--- config.mk ---
export PLATFORM = sky130hd
export DESIGN_NAME = iex_top
export DESIGN_NICKNAME = d
export VERILOG_FILES = /design/src/rtl/iex_pkg.sv /design/src/rtl/iex_decode.sv /design/src/rtl/iex_accept.sv /design/src/rtl/iex_top.sv
export SDC_FILE = /design/constraint.sdc
export NUM_CORES = 1
export LEC_CHECK = 0
export CORE_UTILIZATION = 30
export CTS_CLUSTER_SIZE = 14
export DETAILED_ROUTE_END_ITERATION = 8
export DONT_BUFFER_PORTS = 1
export GPL_TIMING_DRIVEN = 0
export PLACE_DENSITY_LB_ADDON = 0.12
export SYNTH_ARGS = -nofsm -noshare
export SYNTH_HDL_FRONTEND = slang
export SYNTH_SLANG_ARGS = --single-unit
--- constraint.sdc ---
create_clock -name CLK -period 5.49 [get_ports CLK]
set_input_delay 0 -clock CLK [delete_from_list [all_inputs] [get_ports CLK]]
set_output_delay 0 -clock CLK [all_outputs]
set_load 0.05 [all_outputs]
--- src/rtl/iex_pkg.sv ---
// constants and types shared by the instruction exception unit
package iex_pkg;

  ////////////////////////////////////////////////////////////////////////////
  // opcode field positions
  localparam int unsigned GRP_HI  = 15;
  localparam int unsigned GRP_LO  = 12;
  localparam int unsigned SUB_HI  = 11;
  localparam int unsigned SUB_LO  = 8;
  localparam int unsigned TVEC_HI = 7;
  localparam int unsigned TVEC_LO = 0;

  // group codes in opcode[15:12]
  localparam logic [3:0] GRP_PLAIN      = 4'h0;
  localparam logic [3:0] GRP_JUMP       = 4'h1;
  localparam logic [3:0] GRP_JUMP_SUB   = 4'h2;
  localparam logic [3:0] GRP_BRA_ALWAYS = 4'h3;
  localparam logic [3:0] GRP_BRA_SUB    = 4'h4;
  localparam logic [3:0] GRP_RET_SUB    = 4'h5;
  localparam logic [3:0] GRP_RET_EXC    = 4'h6;
  localparam logic [3:0] GRP_BRA_TRUE   = 4'h7;
  localparam logic [3:0] GRP_BRA_FALSE  = 4'h8;
  localparam logic [3:0] GRP_TRAP       = 4'h9;
  localparam logic [3:0] GRP_XFER       = 4'ha;
  localparam logic [3:0] GRP_MEMOP      = 4'hb;

  // sub codes of the control/system transfer group, opcode[11:8]
  localparam logic [3:0] SUB_LDC_REG = 4'h0;
  localparam logic [3:0] SUB_LDC_MEM = 4'h1;
  localparam logic [3:0] SUB_STC_REG = 4'h2;
  localparam logic [3:0] SUB_STC_MEM = 4'h3;
  localparam logic [3:0] SUB_LDS_REG = 4'h4;
  localparam logic [3:0] SUB_LDS_MEM = 4'h5;
  localparam logic [3:0] SUB_STS_REG = 4'h6;
  localparam logic [3:0] SUB_STS_MEM = 4'h7;

  // stack and vector arithmetic
  localparam logic [31:0] STACK_STEP = 32'h0000_0004;
  localparam logic [1:0]  ALIGN_OK   = 2'h0;
  localparam logic [1:0]  VEC_PAD    = 2'h0;

  // default vector numbers (plain defaults)
  localparam logic [7:0] VEC_SLOT_DEF = 8'h06;
  localparam logic [7:0] VEC_GEN_DEF  = 8'h04;
  localparam logic [7:0] VEC_AERR_DEF = 8'h09;

  typedef enum logic [2:0] {KIND_NONE, KIND_TRAP, KIND_SLOT, KIND_GEN, KIND_IRQ,
                            KIND_AERR} iex_kind_t;

  typedef enum logic [2:0] {ST_IDLE, ST_PUSH_SR, ST_PUSH_PC, ST_FETCH,
                            ST_BRANCH} iex_state_t;

endpackage

--- src/rtl/iex_decode.sv ---
// opcode classifier for branch, slot, trap and undefined codes
`timescale 1ns/1ps
module iex_decode
  import iex_pkg::*;
(
  input  wire logic [15:0] opcode,
  output logic             is_delayed,
  output logic             is_pc_rewrite,
  output logic             is_irq_block,
  output logic             is_undef,
  output logic             is_trap,
  output logic [7:0]       trap_vec
);

  logic [3:0] grp;
  logic [3:0] sub;

  assign grp      = opcode[GRP_HI:GRP_LO];
  assign sub      = opcode[SUB_HI:SUB_LO];
  assign trap_vec = opcode[TVEC_HI:TVEC_LO];

  always_comb
  begin
    is_delayed    = 1'b0;
    is_pc_rewrite = 1'b0;
    is_irq_block  = 1'b0;
    is_undef      = 1'b0;
    is_trap       = 1'b0;
    case (grp)
      GRP_JUMP, GRP_JUMP_SUB, GRP_BRA_ALWAYS, GRP_BRA_SUB, GRP_RET_SUB, GRP_RET_EXC:
      begin
        is_delayed    = 1'b1; // [RULE3]
        is_pc_rewrite = 1'b1; // [RULE4]
      end
      GRP_BRA_TRUE, GRP_BRA_FALSE:
        is_pc_rewrite = 1'b1; // [RULE4]
      GRP_TRAP:
      begin
        is_pc_rewrite = 1'b1; // [RULE4]
        is_trap       = 1'b1;
      end
      GRP_XFER:
        case (sub)
          SUB_LDC_REG, SUB_LDC_MEM, SUB_STC_REG, SUB_STC_MEM,
          SUB_LDS_REG, SUB_LDS_MEM, SUB_STS_REG, SUB_STS_MEM:
            is_irq_block = 1'b1; // [RULE10]
          default:
            is_undef = 1'b1;
        endcase
      GRP_PLAIN, GRP_MEMOP:
        is_undef = 1'b0;
      default:
        is_undef = 1'b1;
    endcase
  end

endmodule

--- src/rtl/iex_accept.sv ---
// acceptance gating and pending address error hold
`timescale 1ns/1ps
module iex_accept
  import iex_pkg::*;
(
  input  wire logic        clk,
  input  wire logic        rst_b,
  input  wire logic        dec_take,
  input  wire logic        in_slot,
  input  wire logic        irq_blocked,
  input  wire logic        aerr_req,
  input  wire logic [31:0] aerr_next_pc,
  input  wire logic        irq_req,
  input  wire logic        is_undef,
  input  wire logic        is_pc_rewrite,
  input  wire logic        is_trap,
  output logic             take_aerr,
  output logic             take_irq,
  output logic             take_slot,
  output logic             take_gen,
  output logic             take_trap,
  output logic [31:0]      aerr_pc
);

  logic        aerr_pend_r;
  logic        aerr_pend_nxt;
  logic [31:0] aerr_pc_r;
  logic [31:0] aerr_pc_nxt;

  always_comb
  begin
    take_aerr = dec_take && aerr_pend_r && !in_slot;                 // [RULE8] [RULE17]
    take_irq  = dec_take && irq_req && !in_slot && !irq_blocked &&
                !take_aerr;                                          // [RULE8] [RULE9]
    take_slot = dec_take && in_slot && (is_undef || is_pc_rewrite);  // [RULE2] [RULE4]
    take_gen  = dec_take && !in_slot && is_undef && !take_aerr && !take_irq; // [RULE7]
    take_trap = dec_take && !in_slot && is_trap && !take_aerr && !take_irq;  // [RULE1]
    // a new request wins over the clear of the one being taken
    aerr_pend_nxt = (aerr_pend_r && !take_aerr) || aerr_req;         // [RULE11]
    aerr_pc_nxt   = aerr_req ? aerr_next_pc : aerr_pc_r;
    aerr_pc       = aerr_pc_r;
  end

  always_ff @(posedge clk or negedge rst_b)
  begin
    if (!rst_b)
    begin
      aerr_pend_r <= 1'b0;
      aerr_pc_r   <= 32'h0000_0000;
    end
    else
    begin
      aerr_pend_r <= aerr_pend_nxt;
      aerr_pc_r   <= aerr_pc_nxt;
    end
  end

endmodule

--- src/rtl/iex_top.sv ---
// instruction exception unit: detection, acceptance and exception sequence
`timescale 1ns/1ps

////////////////////////////////////////////////////////////////////////////////
// Overview of operation
// (RULE1) trap: push status, next pc, vector
// (RULE2) bad or pc-writing slot op raises slot
// (RULE3) six delayed branches open a delay slot
// (RULE4) nine pc-writing ops flagged inside slot
// (RULE5) slot exception stacks status then branch target
// (RULE6) slot exception fetches vector, branches non-delayed
// (RULE7) undefined outside slot stacks own address
// (RULE8) no address error or interrupt in slot
// (RULE9) after transfer op block interrupts only
// (RULE10) control/system load/store ops block interrupts
// (RULE11) held-off exception waits for allowed decode
// (RULE12) misaligned stack pointer on push errors
// (RULE13) misaligned vector base on fetch errors
// (RULE14) stacking error: finish, then address error
// (RULE15) errors while stacking address error ignored
// (RULE16) faulty push still writes, sp minus four
// (RULE17) address error after bus, instructions done
// (RULE18) address error stacks status, next pc
// (RULE19) entry is base plus four times vector
module iex_top
  import iex_pkg::*;
#(
  parameter logic [7:0] VEC_SLOT = VEC_SLOT_DEF,
  parameter logic [7:0] VEC_GEN  = VEC_GEN_DEF,
  parameter logic [7:0] VEC_AERR = VEC_AERR_DEF
)
(
  input  wire logic        CLK,
  input  wire logic        RST_B,
  input  wire logic        DEC_VALID,
  input  wire logic [15:0] DEC_OPCODE,
  input  wire logic [31:0] DEC_PC,
  input  wire logic [31:0] DEC_NEXT_PC,
  input  wire logic [31:0] BR_TARGET,
  input  wire logic [31:0] SR_IN,
  input  wire logic [31:0] SP_IN,
  input  wire logic [31:0] VBR_IN,
  input  wire logic        IRQ_REQ,
  input  wire logic [7:0]  IRQ_VEC,
  input  wire logic        AERR_REQ,
  input  wire logic [31:0] AERR_NEXT_PC,
  input  wire logic [31:0] BUS_RDATA,
  input  wire logic        BUS_ACK,
  output logic             BUS_REQ,
  output logic             BUS_WR,
  output logic [31:0]      BUS_ADDR,
  output logic [31:0]      BUS_WDATA,
  output logic             EXC_BUSY,
  output logic             BRANCH_VALID,
  output logic [31:0]      BRANCH_ADDR,
  output logic             SP_WR,
  output logic [31:0]      SP_OUT,
  output logic             IRQ_ACK,
  output logic             AERR_SIG,
  output logic [2:0]       EXC_KIND
);

  if (VEC_SLOT == VEC_AERR || VEC_GEN == VEC_AERR)
    $error("iex_top: address error vector must differ from illegal vectors");

  ////////////////////////////////////////////////////////////////////////////
  // decode and acceptance
  logic       is_delayed;
  logic       is_pc_rewrite;
  logic       is_irq_block;
  logic       is_undef;
  logic       is_trap;
  logic [7:0] trap_vec;
  logic       dec_take;
  logic       take_aerr;
  logic       take_irq;
  logic       take_slot;
  logic       take_gen;
  logic       take_trap;
  logic       take_any;
  logic [31:0] aerr_pc;

  iex_decode u_decode (
    .opcode        (DEC_OPCODE),
    .is_delayed    (is_delayed),
    .is_pc_rewrite (is_pc_rewrite),
    .is_irq_block  (is_irq_block),
    .is_undef      (is_undef),
    .is_trap       (is_trap),
    .trap_vec      (trap_vec)
  );

  iex_state_t  state_r;
  iex_state_t  state_nxt;
  logic        in_slot_r;
  logic        in_slot_nxt;
  logic        blk_r;
  logic        blk_nxt;

  assign dec_take = DEC_VALID && (state_r == ST_IDLE);

  iex_accept u_accept (
    .clk           (CLK),
    .rst_b         (RST_B),
    .dec_take      (dec_take),
    .in_slot       (in_slot_r),
    .irq_blocked   (blk_r),
    .aerr_req      (AERR_REQ),
    .aerr_next_pc  (AERR_NEXT_PC),
    .irq_req       (IRQ_REQ),
    .is_undef      (is_undef),
    .is_pc_rewrite (is_pc_rewrite),
    .is_trap       (is_trap),
    .take_aerr     (take_aerr),
    .take_irq      (take_irq),
    .take_slot     (take_slot),
    .take_gen      (take_gen),
    .take_trap     (take_trap),
    .aerr_pc       (aerr_pc)
  );

  assign take_any = take_aerr || take_irq || take_slot || take_gen || take_trap;

  ////////////////////////////////////////////////////////////////////////////
  // exception sequence state
  iex_kind_t   kind_r;
  iex_kind_t   kind_nxt;
  logic [7:0]  vec_r;
  logic [7:0]  vec_nxt;
  logic [31:0] sp_r;
  logic [31:0] sp_nxt;
  logic [31:0] sr_r;
  logic [31:0] sr_nxt;
  logic [31:0] pc_r;
  logic [31:0] pc_nxt;
  logic [31:0] vbr_r;
  logic [31:0] vbr_nxt;
  logic [31:0] hnd_r;
  logic [31:0] hnd_nxt;
  logic        stk_err_r;
  logic        stk_err_nxt;
  logic        ack;
  logic        may_err;

  // bus and pipeline outputs
  logic        bus_req_r;
  logic        bus_req_nxt;
  logic        bus_wr_r;
  logic        bus_wr_nxt;
  logic [31:0] bus_addr_r;
  logic [31:0] bus_addr_nxt;
  logic [31:0] bus_wdata_r;
  logic [31:0] bus_wdata_nxt;
  logic        busy_r;
  logic        busy_nxt;
  logic        br_valid_r;
  logic        br_valid_nxt;
  logic [31:0] br_addr_r;
  logic [31:0] br_addr_nxt;
  logic        sp_wr_r;
  logic        sp_wr_nxt;
  logic [31:0] sp_out_r;
  logic [31:0] sp_out_nxt;
  logic        irq_ack_r;
  logic        irq_ack_nxt;
  logic        aerr_sig_r;
  logic        aerr_sig_nxt;

  assign ack     = bus_req_r && BUS_ACK;
  assign may_err = (kind_r != KIND_AERR); // [RULE15]

  always_comb
  begin
    state_nxt    = state_r;
    kind_nxt     = kind_r;
    vec_nxt      = vec_r;
    sp_nxt       = sp_r;
    sr_nxt       = sr_r;
    pc_nxt       = pc_r;
    vbr_nxt      = vbr_r;
    hnd_nxt      = hnd_r;
    stk_err_nxt  = stk_err_r;
    in_slot_nxt  = in_slot_r;
    blk_nxt      = blk_r;
    br_valid_nxt = 1'b0;
    br_addr_nxt  = br_addr_r;
    sp_wr_nxt    = 1'b0;
    sp_out_nxt   = sp_out_r;
    irq_ack_nxt  = 1'b0;
    aerr_sig_nxt = 1'b0;
    case (state_r)
      ST_IDLE:
        if (take_any)
        begin
          state_nxt   = ST_PUSH_SR;
          sp_nxt      = SP_IN;
          sr_nxt      = SR_IN;
          vbr_nxt     = VBR_IN;
          stk_err_nxt = 1'b0;
          in_slot_nxt = 1'b0;
          blk_nxt     = 1'b0;
          if (take_aerr)
          begin
            kind_nxt = KIND_AERR;
            vec_nxt  = VEC_AERR;
            pc_nxt   = aerr_pc;          // [RULE18]
          end
          else if (take_irq)
          begin
            kind_nxt    = KIND_IRQ;
            vec_nxt     = IRQ_VEC;
            pc_nxt      = DEC_PC;
            irq_ack_nxt = 1'b1;
          end
          else if (take_slot)
          begin
            kind_nxt = KIND_SLOT;
            vec_nxt  = VEC_SLOT;         // [RULE6]
            pc_nxt   = BR_TARGET;        // [RULE5]
          end
          else if (take_gen)
          begin
            kind_nxt = KIND_GEN;
            vec_nxt  = VEC_GEN;
            pc_nxt   = DEC_PC;           // [RULE7]
          end
          else
          begin
            kind_nxt = KIND_TRAP;
            vec_nxt  = trap_vec;         // [RULE1]
            pc_nxt   = DEC_NEXT_PC;      // [RULE1]
          end
        end
        else if (DEC_VALID)
        begin
          in_slot_nxt = is_delayed;      // [RULE3] [RULE8]
          blk_nxt     = is_irq_block;    // [RULE9] [RULE11]
        end
      ST_PUSH_SR:
        if (ack)
        begin
          sp_nxt    = sp_r - STACK_STEP; // [RULE16]
          state_nxt = ST_PUSH_PC;
          if (sp_r[1:0] != ALIGN_OK && may_err)
          begin
            stk_err_nxt  = 1'b1;         // [RULE12]
            aerr_sig_nxt = 1'b1;
          end
        end
      ST_PUSH_PC:
        if (ack)
        begin
          sp_nxt    = sp_r - STACK_STEP; // [RULE16]
          state_nxt = ST_FETCH;
          if (sp_r[1:0] != ALIGN_OK && may_err)
          begin
            stk_err_nxt  = 1'b1;         // [RULE12]
            aerr_sig_nxt = 1'b1;
          end
        end
      ST_FETCH:
        if (ack)
        begin
          hnd_nxt   = BUS_RDATA;         // [RULE19]
          state_nxt = ST_BRANCH;
          if (vbr_r[1:0] != ALIGN_OK && may_err)
          begin
            stk_err_nxt  = 1'b1;         // [RULE13]
            aerr_sig_nxt = 1'b1;
          end
        end
      ST_BRANCH:
        if (stk_err_r)
        begin
          // finished the sequence; chain straight into address error handling
          kind_nxt    = KIND_AERR;       // [RULE14]
          vec_nxt     = VEC_AERR;
          pc_nxt      = hnd_r;           // [RULE18]
          sr_nxt      = SR_IN;
          stk_err_nxt = 1'b0;
          state_nxt   = ST_PUSH_SR;
        end
        else
        begin
          br_valid_nxt = 1'b1;           // [RULE6]
          br_addr_nxt  = hnd_r;
          sp_wr_nxt    = 1'b1;
          sp_out_nxt   = sp_r;
          state_nxt    = ST_IDLE;
        end
      default:
        state_nxt = ST_IDLE;
    endcase
  end

  ////////////////////////////////////////////////////////////////////////////
  // bus request built from the coming state
  always_comb
  begin
    bus_req_nxt   = 1'b0;
    bus_wr_nxt    = 1'b0;
    bus_addr_nxt  = bus_addr_r;
    bus_wdata_nxt = bus_wdata_r;
    busy_nxt      = (state_nxt != ST_IDLE);
    case (state_nxt)
      ST_PUSH_SR:
      begin
        bus_req_nxt   = 1'b1;
        bus_wr_nxt    = 1'b1;
        bus_addr_nxt  = sp_nxt - STACK_STEP; // [RULE16]
        bus_wdata_nxt = sr_nxt;              // [RULE1] [RULE5] [RULE18]
      end
      ST_PUSH_PC:
      begin
        bus_req_nxt   = 1'b1;
        bus_wr_nxt    = 1'b1;
        bus_addr_nxt  = sp_nxt - STACK_STEP; // [RULE16]
        bus_wdata_nxt = pc_nxt;              // [RULE1] [RULE5] [RULE7]
      end
      ST_FETCH:
      begin
        bus_req_nxt   = 1'b1;
        bus_wr_nxt    = 1'b0;
        bus_addr_nxt  = vbr_nxt + {22'h0, vec_nxt, VEC_PAD}; // [RULE19]
      end
      ST_IDLE, ST_BRANCH:
        bus_req_nxt = 1'b0;
      default:
        bus_req_nxt = 1'b0;
    endcase
  end

  ////////////////////////////////////////////////////////////////////////////
  // registers
  always_ff @(posedge CLK or negedge RST_B)
  begin
    if (!RST_B)
    begin
      state_r     <= ST_IDLE;
      kind_r      <= KIND_NONE;
      vec_r       <= 8'h00;
      sp_r        <= 32'h0000_0000;
      sr_r        <= 32'h0000_0000;
      pc_r        <= 32'h0000_0000;
      vbr_r       <= 32'h0000_0000;
      hnd_r       <= 32'h0000_0000;
      stk_err_r   <= 1'b0;
      in_slot_r   <= 1'b0;
      blk_r       <= 1'b0;
      bus_req_r   <= 1'b0;
      bus_wr_r    <= 1'b0;
      bus_addr_r  <= 32'h0000_0000;
      bus_wdata_r <= 32'h0000_0000;
      busy_r      <= 1'b0;
      br_valid_r  <= 1'b0;
      br_addr_r   <= 32'h0000_0000;
      sp_wr_r     <= 1'b0;
      sp_out_r    <= 32'h0000_0000;
      irq_ack_r   <= 1'b0;
      aerr_sig_r  <= 1'b0;
    end
    else
    begin
      state_r     <= state_nxt;
      kind_r      <= kind_nxt;
      vec_r       <= vec_nxt;
      sp_r        <= sp_nxt;
      sr_r        <= sr_nxt;
      pc_r        <= pc_nxt;
      vbr_r       <= vbr_nxt;
      hnd_r       <= hnd_nxt;
      stk_err_r   <= stk_err_nxt;
      in_slot_r   <= in_slot_nxt;
      blk_r       <= blk_nxt;
      bus_req_r   <= bus_req_nxt;
      bus_wr_r    <= bus_wr_nxt;
      bus_addr_r  <= bus_addr_nxt;
      bus_wdata_r <= bus_wdata_nxt;
      busy_r      <= busy_nxt;
      br_valid_r  <= br_valid_nxt;
      br_addr_r   <= br_addr_nxt;
      sp_wr_r     <= sp_wr_nxt;
      sp_out_r    <= sp_out_nxt;
      irq_ack_r   <= irq_ack_nxt;
      aerr_sig_r  <= aerr_sig_nxt;
    end
  end

  assign BUS_REQ      = bus_req_r;
  assign BUS_WR       = bus_wr_r;
  assign BUS_ADDR     = bus_addr_r;
  assign BUS_WDATA    = bus_wdata_r;
  assign EXC_BUSY     = busy_r;
  assign BRANCH_VALID = br_valid_r;
  assign BRANCH_ADDR  = br_addr_r;
  assign SP_WR        = sp_wr_r;
  assign SP_OUT       = sp_out_r;
  assign IRQ_ACK      = irq_ack_r;
  assign AERR_SIG     = aerr_sig_r;
  assign EXC_KIND     = kind_r;

endmodule

Yosys cells after proc, flatten, opt, wreduce, memory -nomap -nowiden
Index checks and enable logic that the tools add are counted.
Operators by class
  add/subtract/negate cells: 3
  equality and inequality tests: 32
  muxes and demuxes: 67
  bitwise logic cells: 1
  reductions and logical operators: 53
Operators with widths (number)
  $mux 32: 12
  $pmux 32 s2: 5
  $sub 32x3->32 const B: 2
  $mux 8: 6
  $add 32x10->32: 1
  $eq 4x3->1 const B: 8
  $mux 1: 28
  $mux 3: 8
  $logic_and 1x1->1: 20
  $eq 4x2->1 const B: 4
  $eq 4x4->1 const B: 4
  $pmux 8 s2: 1
  $pmux 3 s5: 1
  $eq 3x2->1 const B: 4
  $reduce_bool 2->1: 6
  $reduce_or 11->1: 1
  $reduce_or 9->1: 1
  $eq 4x1->1 const B: 2
  $logic_not 4->1: 2
  $ne 2x2->1 const B: 4
  $reduce_or 8->1: 1
  $eq 3x1->1 const B: 2
  $logic_or 1x1->1: 6
  $pmux 3 s2: 1
  17 further kinds: 26
Storage, ports and cells
  bits in registers: 344
  input port bits: 286

Logic depth before layout (Yosys ltp)
Gate-level depths: netlist of the first run.
  depth after elaboration: 16
  gate-level depth with buffers: 24
  gate-level depth less buffers: 21

Modules after synthesis
From an unflattened synthesis of the first run, not the netlist that was laid out.
Unflattened totals
  cells, all modules: 1809
  area total of the unflattened synthesis: 17797.1 sq um
Modules (own cells, without submodules)
  iex_top: times used 1, cells each 1710, area an instance 16223.1 sq um, seq. area each 7782.5 sq um
  iex_accept: times used 1, cells each 79, area an instance 1428.9 sq um, seq. area each 825.8 sq um
  iex_decode: times used 1, cells each 20, area an instance 145.1 sq um, seq. area each 0.0 sq um

Worst setup path after synthesis of the first run
No wires, ideal clock.
  kind: flip-flop to flip-flop
  from: reg state_r[2]
  to: reg bus_addr_r[28] (netlist: BUS_ADDR[28])
  setup time: 0.137 ns
  arrival: 4.721 ns
  data required time: 5.353 ns
  slack: 0.632 ns
  stages on the path, launching flop included: 25
  buffers on the path: 6
  cells stage by stage: dfrtp_1 -> clkbuf_1 -> nor3_4 -> nand2_1 -> a221oi_4 -> buf_2 -> buf_2 -> buf_1 -> clkbuf_1 -> buf_1 -> nand2_1 -> nand2_1 -> ha_1 -> inv_1 -> fa_1 -> nor2b_1 -> o21a_1 -> o21a_1 -> o31a_1 -> nand2_1 -> nor2_1 -> nand2_1 -> xnor2_1 -> o21ai_0 -> a21oi_1
On the way
  elaborated cells between the ends (all ways): 51
  classes of those cells: add/sub: 2; eq/ne: 7; mux: 16; reduce/logical: 26
RTL lines
  start, declared: RTL line iex_top.sv:93  | iex_state_t state_r;
  start signal, assigned: RTL line iex_top.sv:364  | state_r <= state_nxt;
  $logic_not 3->1 (*): RTL line iex_top.sv:100, iex_top.sv:191
  $logic_and 1x1->1: RTL line iex_top.sv:100  | assign dec_take = DEC_VALID && (state_r == ST_IDLE);
  $logic_and 1x1->1 (on tied branches) (2 in a row): RTL line iex_accept.sv:33, iex_accept.sv:32
  $logic_and 1x1->1 / $logic_not 1->1 (equally long branches)
  $logic_and 1x1->1: RTL line iex_accept.sv:33  | take_irq = dec_take && irq_req && !in_slot && !irq_blocked &&
  $logic_or 1x1->1 / $logic_not 1->1 (equally long branches): RTL line iex_top.sv:122, iex_accept.sv:36, iex_accept.sv:37
  $logic_or 1x1->1 / $logic_and 1x1->1 (equally long branches): RTL line iex_top.sv:122, iex_accept.sv:36
  $logic_or 1x1->1 (2 in a row): RTL line iex_top.sv:122  | assign take_any = take_aerr || take_irq || take_slot || take_gen || take_trap;
  $mux 32: RTL line iex_top.sv:193  | if (take_any)
  $mux 32 (*): RTL line iex_top.sv:191  | case (state_r)
  named net vbr_nxt[2]: RTL line iex_top.sv:137  | logic [31:0] vbr_nxt;
  $add 32x10->32 (*): RTL line iex_top.sv:324  | bus_addr_nxt = vbr_nxt + {22'h0, vec_nxt, VEC_PAD};
  $pmux 32 s2 (*): RTL line iex_top.sv:305  | case (state_nxt)
  end signal, assigned: RTL line iex_top.sv:377  | bus_addr_r <= bus_addr_nxt;
  end, declared: RTL line iex_top.sv:150  | logic [31:0] bus_addr_r;
Mark *: on every way through the listed nets, which the timed path passes. The rest lies on a longest branch.
A chain may end at the register's enable or synchronous reset.

Worst setup path in the final report of the first run
  from: reg state_r[2]
  to: reg bus_addr_r[30] (netlist: BUS_ADDR[30])
The elaborated chain is that of the path after synthesis.

==> impl_metrics.json, run 1 <==
{
  "drv_cap": 0,
  "skew_ps": 23.4,
  "row_count": 87,
  "synth_top_cell_by_area": "dfrtp_1",
  "synth_fp_nets": 2014,
  "grt_usage_pct": 24.0,
  "p_switching_mw": 7.25,
  "synthMuxAreaShare_pct": 9.19,
  "synth.most_common_cell": "dfrtp_1",
  "place.gp.congestion": 0.860,
  "clkPwrFrac_pct": 18.2,
  "intPower_mw": 7.48,
  "hold_ws_ps": -877,
  "min_path_type": "input port to async pin",
  "synth_top_family_by_area": "compound AO/OA/AOI/OAI gates",
  "cpPeakStageDelay_ps": 430,
  "period_minus_slack_ps": 5060,
  "ios": 424,
  "worstPathRequired_ps": 5910,
  "fillCellCount": 5761,
  "maxSlewViolCount": 90,
  "yosysSeqAreaShare_pct": 49.9,
  "grt_remaining_overflow": 0,
  "cpMaxStageDelayCell": "fa_1",
  "die_w_um": 242,
  "hold_viol": 347,
  "die-area_um2": 58400,
  "cts_htree_levels": 2,
  "fin_crit_sh_pct": 92.2,
  "core_area_um2": 56600,
  "wl_per_cell_um": 25.7,
  "syn_area_per_cell_um2": 10.0,
  "path_buf_inv": 6,
  "drive_above_1_share_pct": 13.7,
  "crit_chain": "clkbuf_1 -> nor3_4 -> nand2_2 -> a221oi_4 -> buf_4 -> buf_4 -> buf_6 -> buf_2 -> nand2_1 -> nand2_1 -> ha_1 -> inv_1 -> fa_1 -> nor2b_1 -> o21a_1 -> o21a_1 -> o31a_1 -> nand2_2 -> nor2_4 -> nand2_1 -> xnor2_1 -> o21ai_0 -> a21oi_1",
  "peakVddDrop_mv": 0.291,
  "grt_pass1_wl_um": 105000,
  "dieHeight_um": 242,
  "status": "finished, violations left",
  "r2r_setup_slack_ps": 430,
  "leakage_nw": 9.30,
  "critical_path.top_delay_family": "buffers and inverters",
  "antenna_left": 0,
  "grt_antenna_before_repair": 6,
  "synth_edf_count": 0,
  "fin_cells": 2773,
  "tritoncts": "yes",
  "route.detailed.drc": 0,
  "p_seq_share_pct": 40.2,
  "fin_area_um2": 21800,
  "finalWorstSetupSlack_ps": 427,
  "wirelength_um": 71400,
  "synth_fa_ha_area_share_pct": 0.900,
  "synth_xor_area_share_pct": 2.64,
  "numPortBuffers": 0,
  "path_class": "flip-flop to flip-flop",
  "synth_cell_types": 91,
  "via_count": 15100,
  "startpoint_type": "flip-flop",
  "crit_fanout": 19,
  "cts_made_buffers": 42,
  "dominantRegCellSynth": "dfrtp_1",
  "path_clk_slew_ps": 70,
  "power_frac_comb_pct": 41.6,
  "dpl.hpwl_um": 54200,
  "violations": "negative hold slack, max-slew violations",
  "worst_slew_pin_slew_ps": 1690,
  "postPlaceCellArea_um2": 18200,
  "yosys-top-cells-area": "dfrtp_1, mux2_2, nand2_1",
  "clk_latency_ps": 570,
  "yosys.area_share.simple_pct": 16.8,
  "synth_cells": 1717,
  "clock_path_buffers": 3,
  "dp.cells": 2473,
  "timing.critical_path.mode_cell": "nand2_1",
  "pre_cts_ws_ps": -1760,
  "clock_sinks": 344,
  "fin_nets": 2282,
  "setup.worst_path.end_class": "flip-flop",
  "area_delta_synth_final_pct": 26.7,
  "cts-root-buf": "clkbuf_16",
  "async_reset_ff_share_pct": 100,
  "power.density_nw_per_um2": 674,
  "worstPathArrival_ps": 5490,
  "utilization_pct": 38.6,
  "finalSetupViolCount": 0,
  "synth_common_cells": "dfrtp_1, nand2_1, mux2_2",
  "initialDrtViolationCount": 823,
  "ys_ff_latch": 344,
  "syn-cell-area_um2": 17200,
  "viasPerCell": 5.44,
  "initial_core_util_pct": 30.5,
  "yosysTopAreaCellShare_pct": 49.9,
  "yosysWarnings": 0,
  "grt_max_degree": 345,
  "fmax_mhz": 198,
  "switching_share_pct": 49.2,
  "grt_pass1_vias": 15800,
  "slew_headroom_pct": -12.6,
  "drtPass1Iterations": 5,
  "synth_compound_area_share_pct": 17.1
}
-- registers in the layout, indices dropped and copies added (netlist names), 8 cells and up --
register	count
SP_OUT	32
BUS_WDATA	32
sp_r	32
BRANCH_ADDR	32
hnd_r	32
pc_r	32
sr_r	32
BUS_ADDR	32
vbr_r	32
u_accept.aerr_pc	32
vec_r	8
-- final timing paths --
| kind | cells past startpoint | start | endpoint |
|---|---|---|---|
| max reg2reg | 23 | state_r[2] | BUS_ADDR[30] |
| min | 0 | RST_B | vbr_r[29] |
| max | 23 | state_r[2] | BUS_ADDR[30] |
| min in group CLK | 2 | DEC_PC[26] | pc_r[26] |
| max in group asynchronous | 0 | RST_B | SP_OUT[1] |
| min reg2reg | 2 | sr_r[24] | sr_r[24] |
-- layout by cell type (no fill, tap or decap), drive strengths merged, types with 22 or more instances in the layout --
master       instances
a221oi              25
nand3               89
a22o                22
nor3                35
nand2              245
mux2               130
dfrtp              344
a21oi               53
a31oi               31
inv                 31
buf                 44
xnor2               43
nor2                98
dlygate4sd3        223
o221ai              29
clkbuf             140
o21ai              128
-- power groups by stage --
stage / Sequential, mW / Clock, mW / Combinational [mW]
CTS: 5.94 / 2.75 / 6.10
floorplan: 5.53 / 0 / 4.00
detailed placement: 5.98 / 0 / 5.75
finish: 5.92 / 2.68 / 6.12
global placement: 5.96 / 0 / 5.69
global route: 6.04 / 2.84 / 6.72
-- layer usage --
| metal | routed length [µm] | vias up | part of all wire (%) | global-route usage (%) |
|---|---|---|---|---|
| met5 | 27 | - | 0.038 | 0 |
| met4 | 1860 | 4 | 2.6 | 6.81 |
| met3 | 4150 | 94 | 5.8 | 4.84 |
| met2 | 36400 | 505 | 51 | 42.7 |
| met1 | 28900 | 7637 | 41 | 29.2 |
| li1 | - | 6834 | - | - |
-- area by class of cell --
type / instances / area, µm² / area share (%)
clock inverters: 7 / 43.8 / 0.200
plain buffers: 109 / 470 / 2.15
flip-flops and latches: 344 / 8610 / 39.4
well taps: 756 / 946 / 4.33
multi-input cells: 1225 / 8110 / 37.1
repair buffers: 232 / 2300 / 10.5
diodes: 3 / 7.51 / 0.0344
clock buffers: 66 / 1240 / 5.69
inverters: 31 / 116 / 0.533
-- through the flow --
stage	TNS, ps	total power, mW
floorplan	0	9.53
global placement	-29970	11.7
detailed placement	-30450	11.7
CTS	0	14.8
global route	-10.9	15.6
finish	0	14.7
-- cell families (layout without fill, tap and decap cells) --
| family | count (synthesis) | after routing |
|---|---|---|
| AO/OA/AOI/OAI | 423 | 423 |
| XOR/XNOR | 52 | 52 |
| adder cells (fa/ha/maj) | 12 | 12 |
| buffers and inverters | 148 | 445 |
| flip-flops | 344 | 344 |
| multiplexers | 142 | 142 |
| other | 0 | 3 |
| AND/OR/NAND/NOR | 596 | 596 |
-- timing repair --
item,in CTS,in global routing
gates resized for setup,26,14
pin swaps,2,3
buffers inserted,5,4
setup endpoints to repair,29,14
hold buffers,222,1
endpoints found under the hold margin,601,345
Power figures use the tool's default switching activity.
==> run 2: changes to the inputs <==
- clock period: 5.49 -> 4.5 ns (I/O delays scaled with it)
==> run 2 against run 1 <==
  * Sequential power increased by 22%
  * Count of clock-buffer cells in the layout fell by 2
  * The run still ends with negative hold slack, max-slew violations left
  * Maximum frequency up 15%
  * Largest power group unchanged
  * Highest routed layer unchanged
  * First-iteration DRC count is 3.9% lower
  * Clock skew decreased by 3.8 ps
==> impl_metrics.json, run 2 (same netlist as run 1, synthesis figures left out) <==
{
  "status": "finished, violations left",
  "violations": "negative hold slack, max-slew violations",
  "slew_headroom_pct": -23.2,
  "finalSetupTns_ps": 0,
  "maxSlewViolCount": 151,
  "ios": 424,
  "numPortBuffers": 0,
  "timing.critical_path.mode_cell": "buf_4",
  "worst-path-stages": 17,
  "cts_made_buffers": 43,
  "grt_pass1_wl_um": 107000,
  "fin_area_um2": 22400,
  "clk_latency_ps": 570,
  "path_buf_inv": 5,
  "fillCellCount": 5663,
  "clock_path_buffers": 3,
  "rsz0062_at_grt": "true",
  "tritoncts": "yes",
  "postPlaceCellArea_um2": 18200,
  "cpPeakStageDelay_ps": 610,
  "startpoint_type": "flip-flop",
  "grt_remaining_overflow": 0,
  "power.density_nw_per_um2": 824,
  "path_clk_slew_ps": 60,
  "dp.cells": 2473,
  "p_total_mw": 18.5,
  "cpMaxStageDelayCell": "dlygate4sd3_1",
  "route.detailed.drc": 0,
  "wirelength_um": 73000,
  "die_w_um": 242,
  "core_area_um2": 56600,
  "layout_commonest_cell": "dfrtp_1",
  "fin_nets": 2307,
  "finalWorstSetupSlack_ps": 96.0,
  "dpl.hpwl_um": 54600,
  "setup.worst_path.end_class": "flip-flop",
  "antenna_left": 0,
  "grt_usage_pct": 24.6,
  "grt_pass1_vias": 15800,
  "r2r_cells": 17,
  "leakage_nw": 9.57,
  "fmax_mhz": 227,
  "fin_cells": 2797,
  "final_cell_mix": "dfrtp_1, nand2_1, dlygate4sd3_1",
  "cts_htree_levels": 2,
  "grt_max_degree": 345,
  "area_delta_synth_final_pct": 30.1,
  "clock_sinks": 344,
  "row_count": 87,
  "drive_above_1_share_pct": 16.8,
  "dieHeight_um": 242,
  "drtPass1Iterations": 5,
  "die-area_um2": 58400,
  "grt_antenna_before_repair": 4,
  "finalSetupViolCount": 0,
  "crit_chain": "buf_6 -> nor3_4 -> clkbuf_8 -> and3b_2 -> nand2b_4 -> buf_4 -> nor2_2 -> a221oi_1 -> dlygate4sd3_1 -> nor2_1 -> ha_1 -> o21a_1 -> o31a_1 -> buf_4 -> a21boi_2 -> xor2_1 -> a221o_1",
  "hold_ws_ps": -867,
  "period_minus_slack_ps": 4400,
  "skew_ps": 19.5,
  "register_area_um2": 8610,
  "cts_hold_buf": 226,
  "drv_cap": 0,
  "path_class": "flip-flop to flip-flop",
  "hold_viol": 346,
  "cts-root-buf": "clkbuf_16",
  "via_count": 15200,
  "fin_crit_sh_pct": 97.9,
  "worstPathArrival_ps": 4860,
  "initialDrtViolationCount": 791,
  "peakVddDrop_mv": 0.322,
  "worstPathRequired_ps": 4960,
  "critical_path.top_delay_family": "buffers and inverters",
  "min_path_type": "input port to async pin",
  "viasPerCell": 5.45,
  "crit_fanout": 8,
  "wl_per_cell_um": 26.1,
  "initial_core_util_pct": 30.5,
  "worst_slew_pin_slew_ps": 1850,
  "multiInputGateArea_um2": 8310,
  "pre_cts_ws_ps": -2320,
  "place.gp.congestion": 0.873
}
==> run 2: path summary, 6_finish.rpt <==
check                                end  startpoint  slack, ps
setup / recovery            BUS_ADDR[12]  state_r[1]        100
hold / removal                 vbr_r[31]       RST_B       -870
setup reg to reg            BUS_ADDR[12]  state_r[1]        100
hold reg to reg                  sr_r[0]     sr_r[0]        460
max in group asynchronous      in_slot_r       RST_B       3770
min in group CLK           BUS_WDATA[25]  DEC_PC[25]        -30
==> run 2: per-layer routing <==
metal / global-route usage (%) / vias up / wire [µm]
li1: - / 6875 / -
met1: 29.6 / 7698 / 29300
met2: 43.6 / 554 / 37000
met3: 4.79 / 102 / 4270
met4: 8.67 / 2 / 2430
met5: 0 / - / 9
==> run 2: final cells by class <==
class	count	share of cell area, %
Buffer	108	2.58
Timing Repair Buffer	257	11.2
Clock buffer	64	5.65
Tap cell	756	4.22
Clock inverter	9	0.402
Inverter	31	0.519
Sequential cell	344	38.4
Antenna cell	3	0.0335
Multi-Input combinational cell	1225	37.0
==> run 2: power by group <==
| part | switching, mW | total [mW] | leakage, nW | internal (mW) |
|---|---|---|---|---|
| clock network | 1.42 | 3.42 | 0.661 | 1.99 |
| registers | 2.85 | 7.25 | 4.30 | 4.40 |
| logic | 4.74 | 7.81 | 4.61 | 3.07 |
==> run 2: repair_timing <==
item	CTS	global route
resized for setup	81	35
hold endpoints to repair	607	344
gates cloned	0	0
pin swaps	10	20
setup endpoints to repair	47	16
setup buffers	18	13
==> run 2: stage by stage <==
step | util, % | hold WS (ps)
final | 39.6 | -867
after global routing | 39.6 | -910
after CTS | 39.3 | -899
after detailed placement | 32.2 | -285
after global placement | 32.2 | -286
after floorplan | - | -296
==> run 3: changes to the inputs <==
- SLEW_MARGIN: not set -> 20
- clock period: 4.5 -> 3.81 ns (I/O delays scaled with it)
==> run 3 against run 2 <==
  * The flow finishes with violations (negative hold slack, negative setup slack)
  * Worst setup slack lost 440 ps
  * Critical path depth grew 7
  * Highest routed layer is now met4
  * Register-to-register slack lost 440 ps
  * Non-clock buffer count grew 39
  * Clock power grew 20%
  * Routed wire length grew 1.0%
  * Combinational power grew 26%
  * Global-route usage grew 0.24 points
  * Critical endpoint is now BUS_ADDR[26]
  * Total power grew 22%
==> impl_metrics.json, run 3 (same netlist as run 1, synthesis figures left out) <==
{
  "numPortBuffers": 0,
  "power.density_nw_per_um2": 975,
  "final_cell_mix": "dfrtp_1, nand2_1, dlygate4sd3_1",
  "die-area_um2": 58400,
  "initialDrtViolationCount": 936,
  "via_count": 15400,
  "busiest_layer": "met2",
  "skew_ps": 34.0,
  "setup.worst_path.end_class": "flip-flop",
  "fin_area_um2": 23100,
  "cpMaxStageDelayCell": "dfrtp_1",
  "grt_max_degree": 345,
  "grtUsageMet2_pct": 45.5,
  "initial_core_util_pct": 30.5,
  "hold_viol": 346,
  "cpPeakStageDelay_ps": 390,
  "status": "finished, violations left",
  "cts_hold_buf": 229,
  "peakVddDrop_mv": 0.359,
  "dieHeight_um": 242,
  "grt_usage_pct": 24.9,
  "worstPathRequired_ps": 4300,
  "grt_antenna_before_repair": 6,
  "clock_sinks": 344,
  "drtPass1Iterations": 6,
  "violations": "negative hold slack, negative setup slack",
  "row_count": 87,
  "grt_remaining_overflow": 0,
  "worstPathArrival_ps": 4640,
  "antenna_left": 0,
  "cts_htree_levels": 2,
  "core_area_um2": 56600,
  "clk_latency_ps": 570,
  "use_met1_pct": 29.3,
  "wl_per_cell_um": 26.0,
  "crit_chain": "buf_6 -> nor3_4 -> clkbuf_8 -> and3b_2 -> nand2b_4 -> nand2_2 -> nand2_2 -> nor3b_2 -> a211oi_2 -> o31ai_2 -> ha_2 -> inv_2 -> fa_2 -> nor2b_1 -> o21a_1 -> o21a_1 -> o31a_1 -> nand2_2 -> nor2_4 -> buf_4 -> a21oi_1 -> a21oi_2 -> o21ai_0 -> a21oi_1",
  "grtUsageMet3_pct": 4.76,
  "clock_path_buffers": 3,
  "pre_cts_ws_ps": -1910,
  "p_total_mw": 22.5,
  "die_w_um": 242,
  "tritoncts": "yes",
  "slew_headroom_pct": 33.8,
  "area_delta_synth_final_pct": 34.0,
  "dpl.hpwl_um": 54900,
  "drive_above_1_share_pct": 20.5,
  "place.gp.congestion": 0.901,
  "startpoint_type": "flip-flop",
  "grt_pass1_wl_um": 109000,
  "finalWorstSetupSlack_ps": -339,
  "maxSlewViolCount": 0,
  "period_minus_slack_ps": 4150,
  "startpoint": "state_r[1]",
  "layout_commonest_cell": "dfrtp_1",
  "path_clk_slew_ps": 60,
  "drv_cap": 0,
  "fmax_mhz": 241,
  "ios": 424,
  "postPlaceCellArea_um2": 18300,
  "worst_slew_pin_slew_ps": 993,
  "wirelength_um": 73800,
  "path_buf_inv": 4,
  "route.detailed.drc": 0,
  "path_class": "flip-flop to flip-flop",
  "viasPerCell": 5.42,
  "finalSetupViolCount": 23,
  "leakage_nw": 9.90,
  "fin_crit_sh_pct": 109,
  "crit_fanout": 4,
  "cts_made_buffers": 43,
  "fin_nets": 2347,
  "rsz0062_at_grt": "true",
  "min_path_type": "input port to async pin",
  "grt_pass1_vias": 16500,
  "critical_path.top_delay_family": "compound AO/OA/AOI/OAI gates",
  "r2r_start": "state_r[1]",
  "timing.critical_path.mode_cell": "nand2_2",
  "cts-root-buf": "clkbuf_16",
  "hold_ws_ps": -863
}
==> run 3: changes by cell type in the layout (fill, tap and decap cells not counted), moves of 4 or more <==
| cell | previous run | this run |
|---|---|---|
| buf_4 | 34 | 64 |
| a221oi_1 | 21 | 11 |
| a221oi_2 | 2 | 12 |
| o21ai_0 | 120 | 110 |
| o21ai_1 | 8 | 16 |
| buf_6 | 3 | 9 |
| clkbuf_1 | 74 | 69 |
| diode_2 | 3 | 8 |
| xnor2_1 | 37 | 32 |
| xnor2_2 | 6 | 11 |
| a21oi_1 | 51 | 47 |
| a21oi_2 | 2 | 6 |
| nor2_1 | 92 | 88 |
==> run 3: per-layer routing <==
layer	routed length [µm]	vias up
li1	-	6960
met2	38300	520
met4	2130	0
met3	4090	104
met1	29200	7820
met5	0	-
==> run 3: through the flow <==
stage | util [%] | cells | hold slack [ps] | TNS [ps]
final | 40.8 | 2842 | -863 | -4820
after global routing | 40.8 | 2840 | -889 | -9690
after CTS | 40.5 | 2825 | -893 | -3140
after detailed placement | 32.4 | 2475 | -281 | -51710
after global placement | 32.4 | 2473 | -284 | -66450
after floorplan | - | 1717 | -296 | -2640
==> run 3: final cells by class <==
type	instances	area [µm²]
Fill cell	5677	33500
Sequential cell	344	8610
Multi-Input combinational cell	1226	8570
Timing Repair Buffer	297	2830
Clock buffer	61	1230
Tap cell	756	946
Buffer	107	632
Clock inverter	12	143
Inverter	31	116
Antenna cell	8	20.0
==> run 3: power by group <==
group          internal, mW  leakage [nW]  total, mW  switching [mW]
combinational          4.01          4.92       9.85            5.84
sequential             5.20          4.30       8.56            3.36
clock                  2.44         0.684       4.10            1.66
total                  11.7          9.90       22.5            10.9
==> run 3: worst paths after layout <==
path	cells past startpoint	slack, ps	endpoint
worst max-delay path	24	-340	BUS_ADDR[26]
worst min-delay path	0	-860	vbr_r[31]
worst min register to register	2	460	sr_r[9]
max in group asynchronous	0	4070	u_accept.aerr_pc[23]
min in group CLK	2	-50	pc_r[24]
worst max register to register	24	-340	BUS_ADDR[26]
==> run 3: repair_timing <==
item	4_1_cts	5_1_grt
cloned	1	0
buffers inserted	58	10
pin swaps	43	14
endpoints found under the setup margin	90	30
gates resized for setup	124	24
hold endpoints to repair	600	344
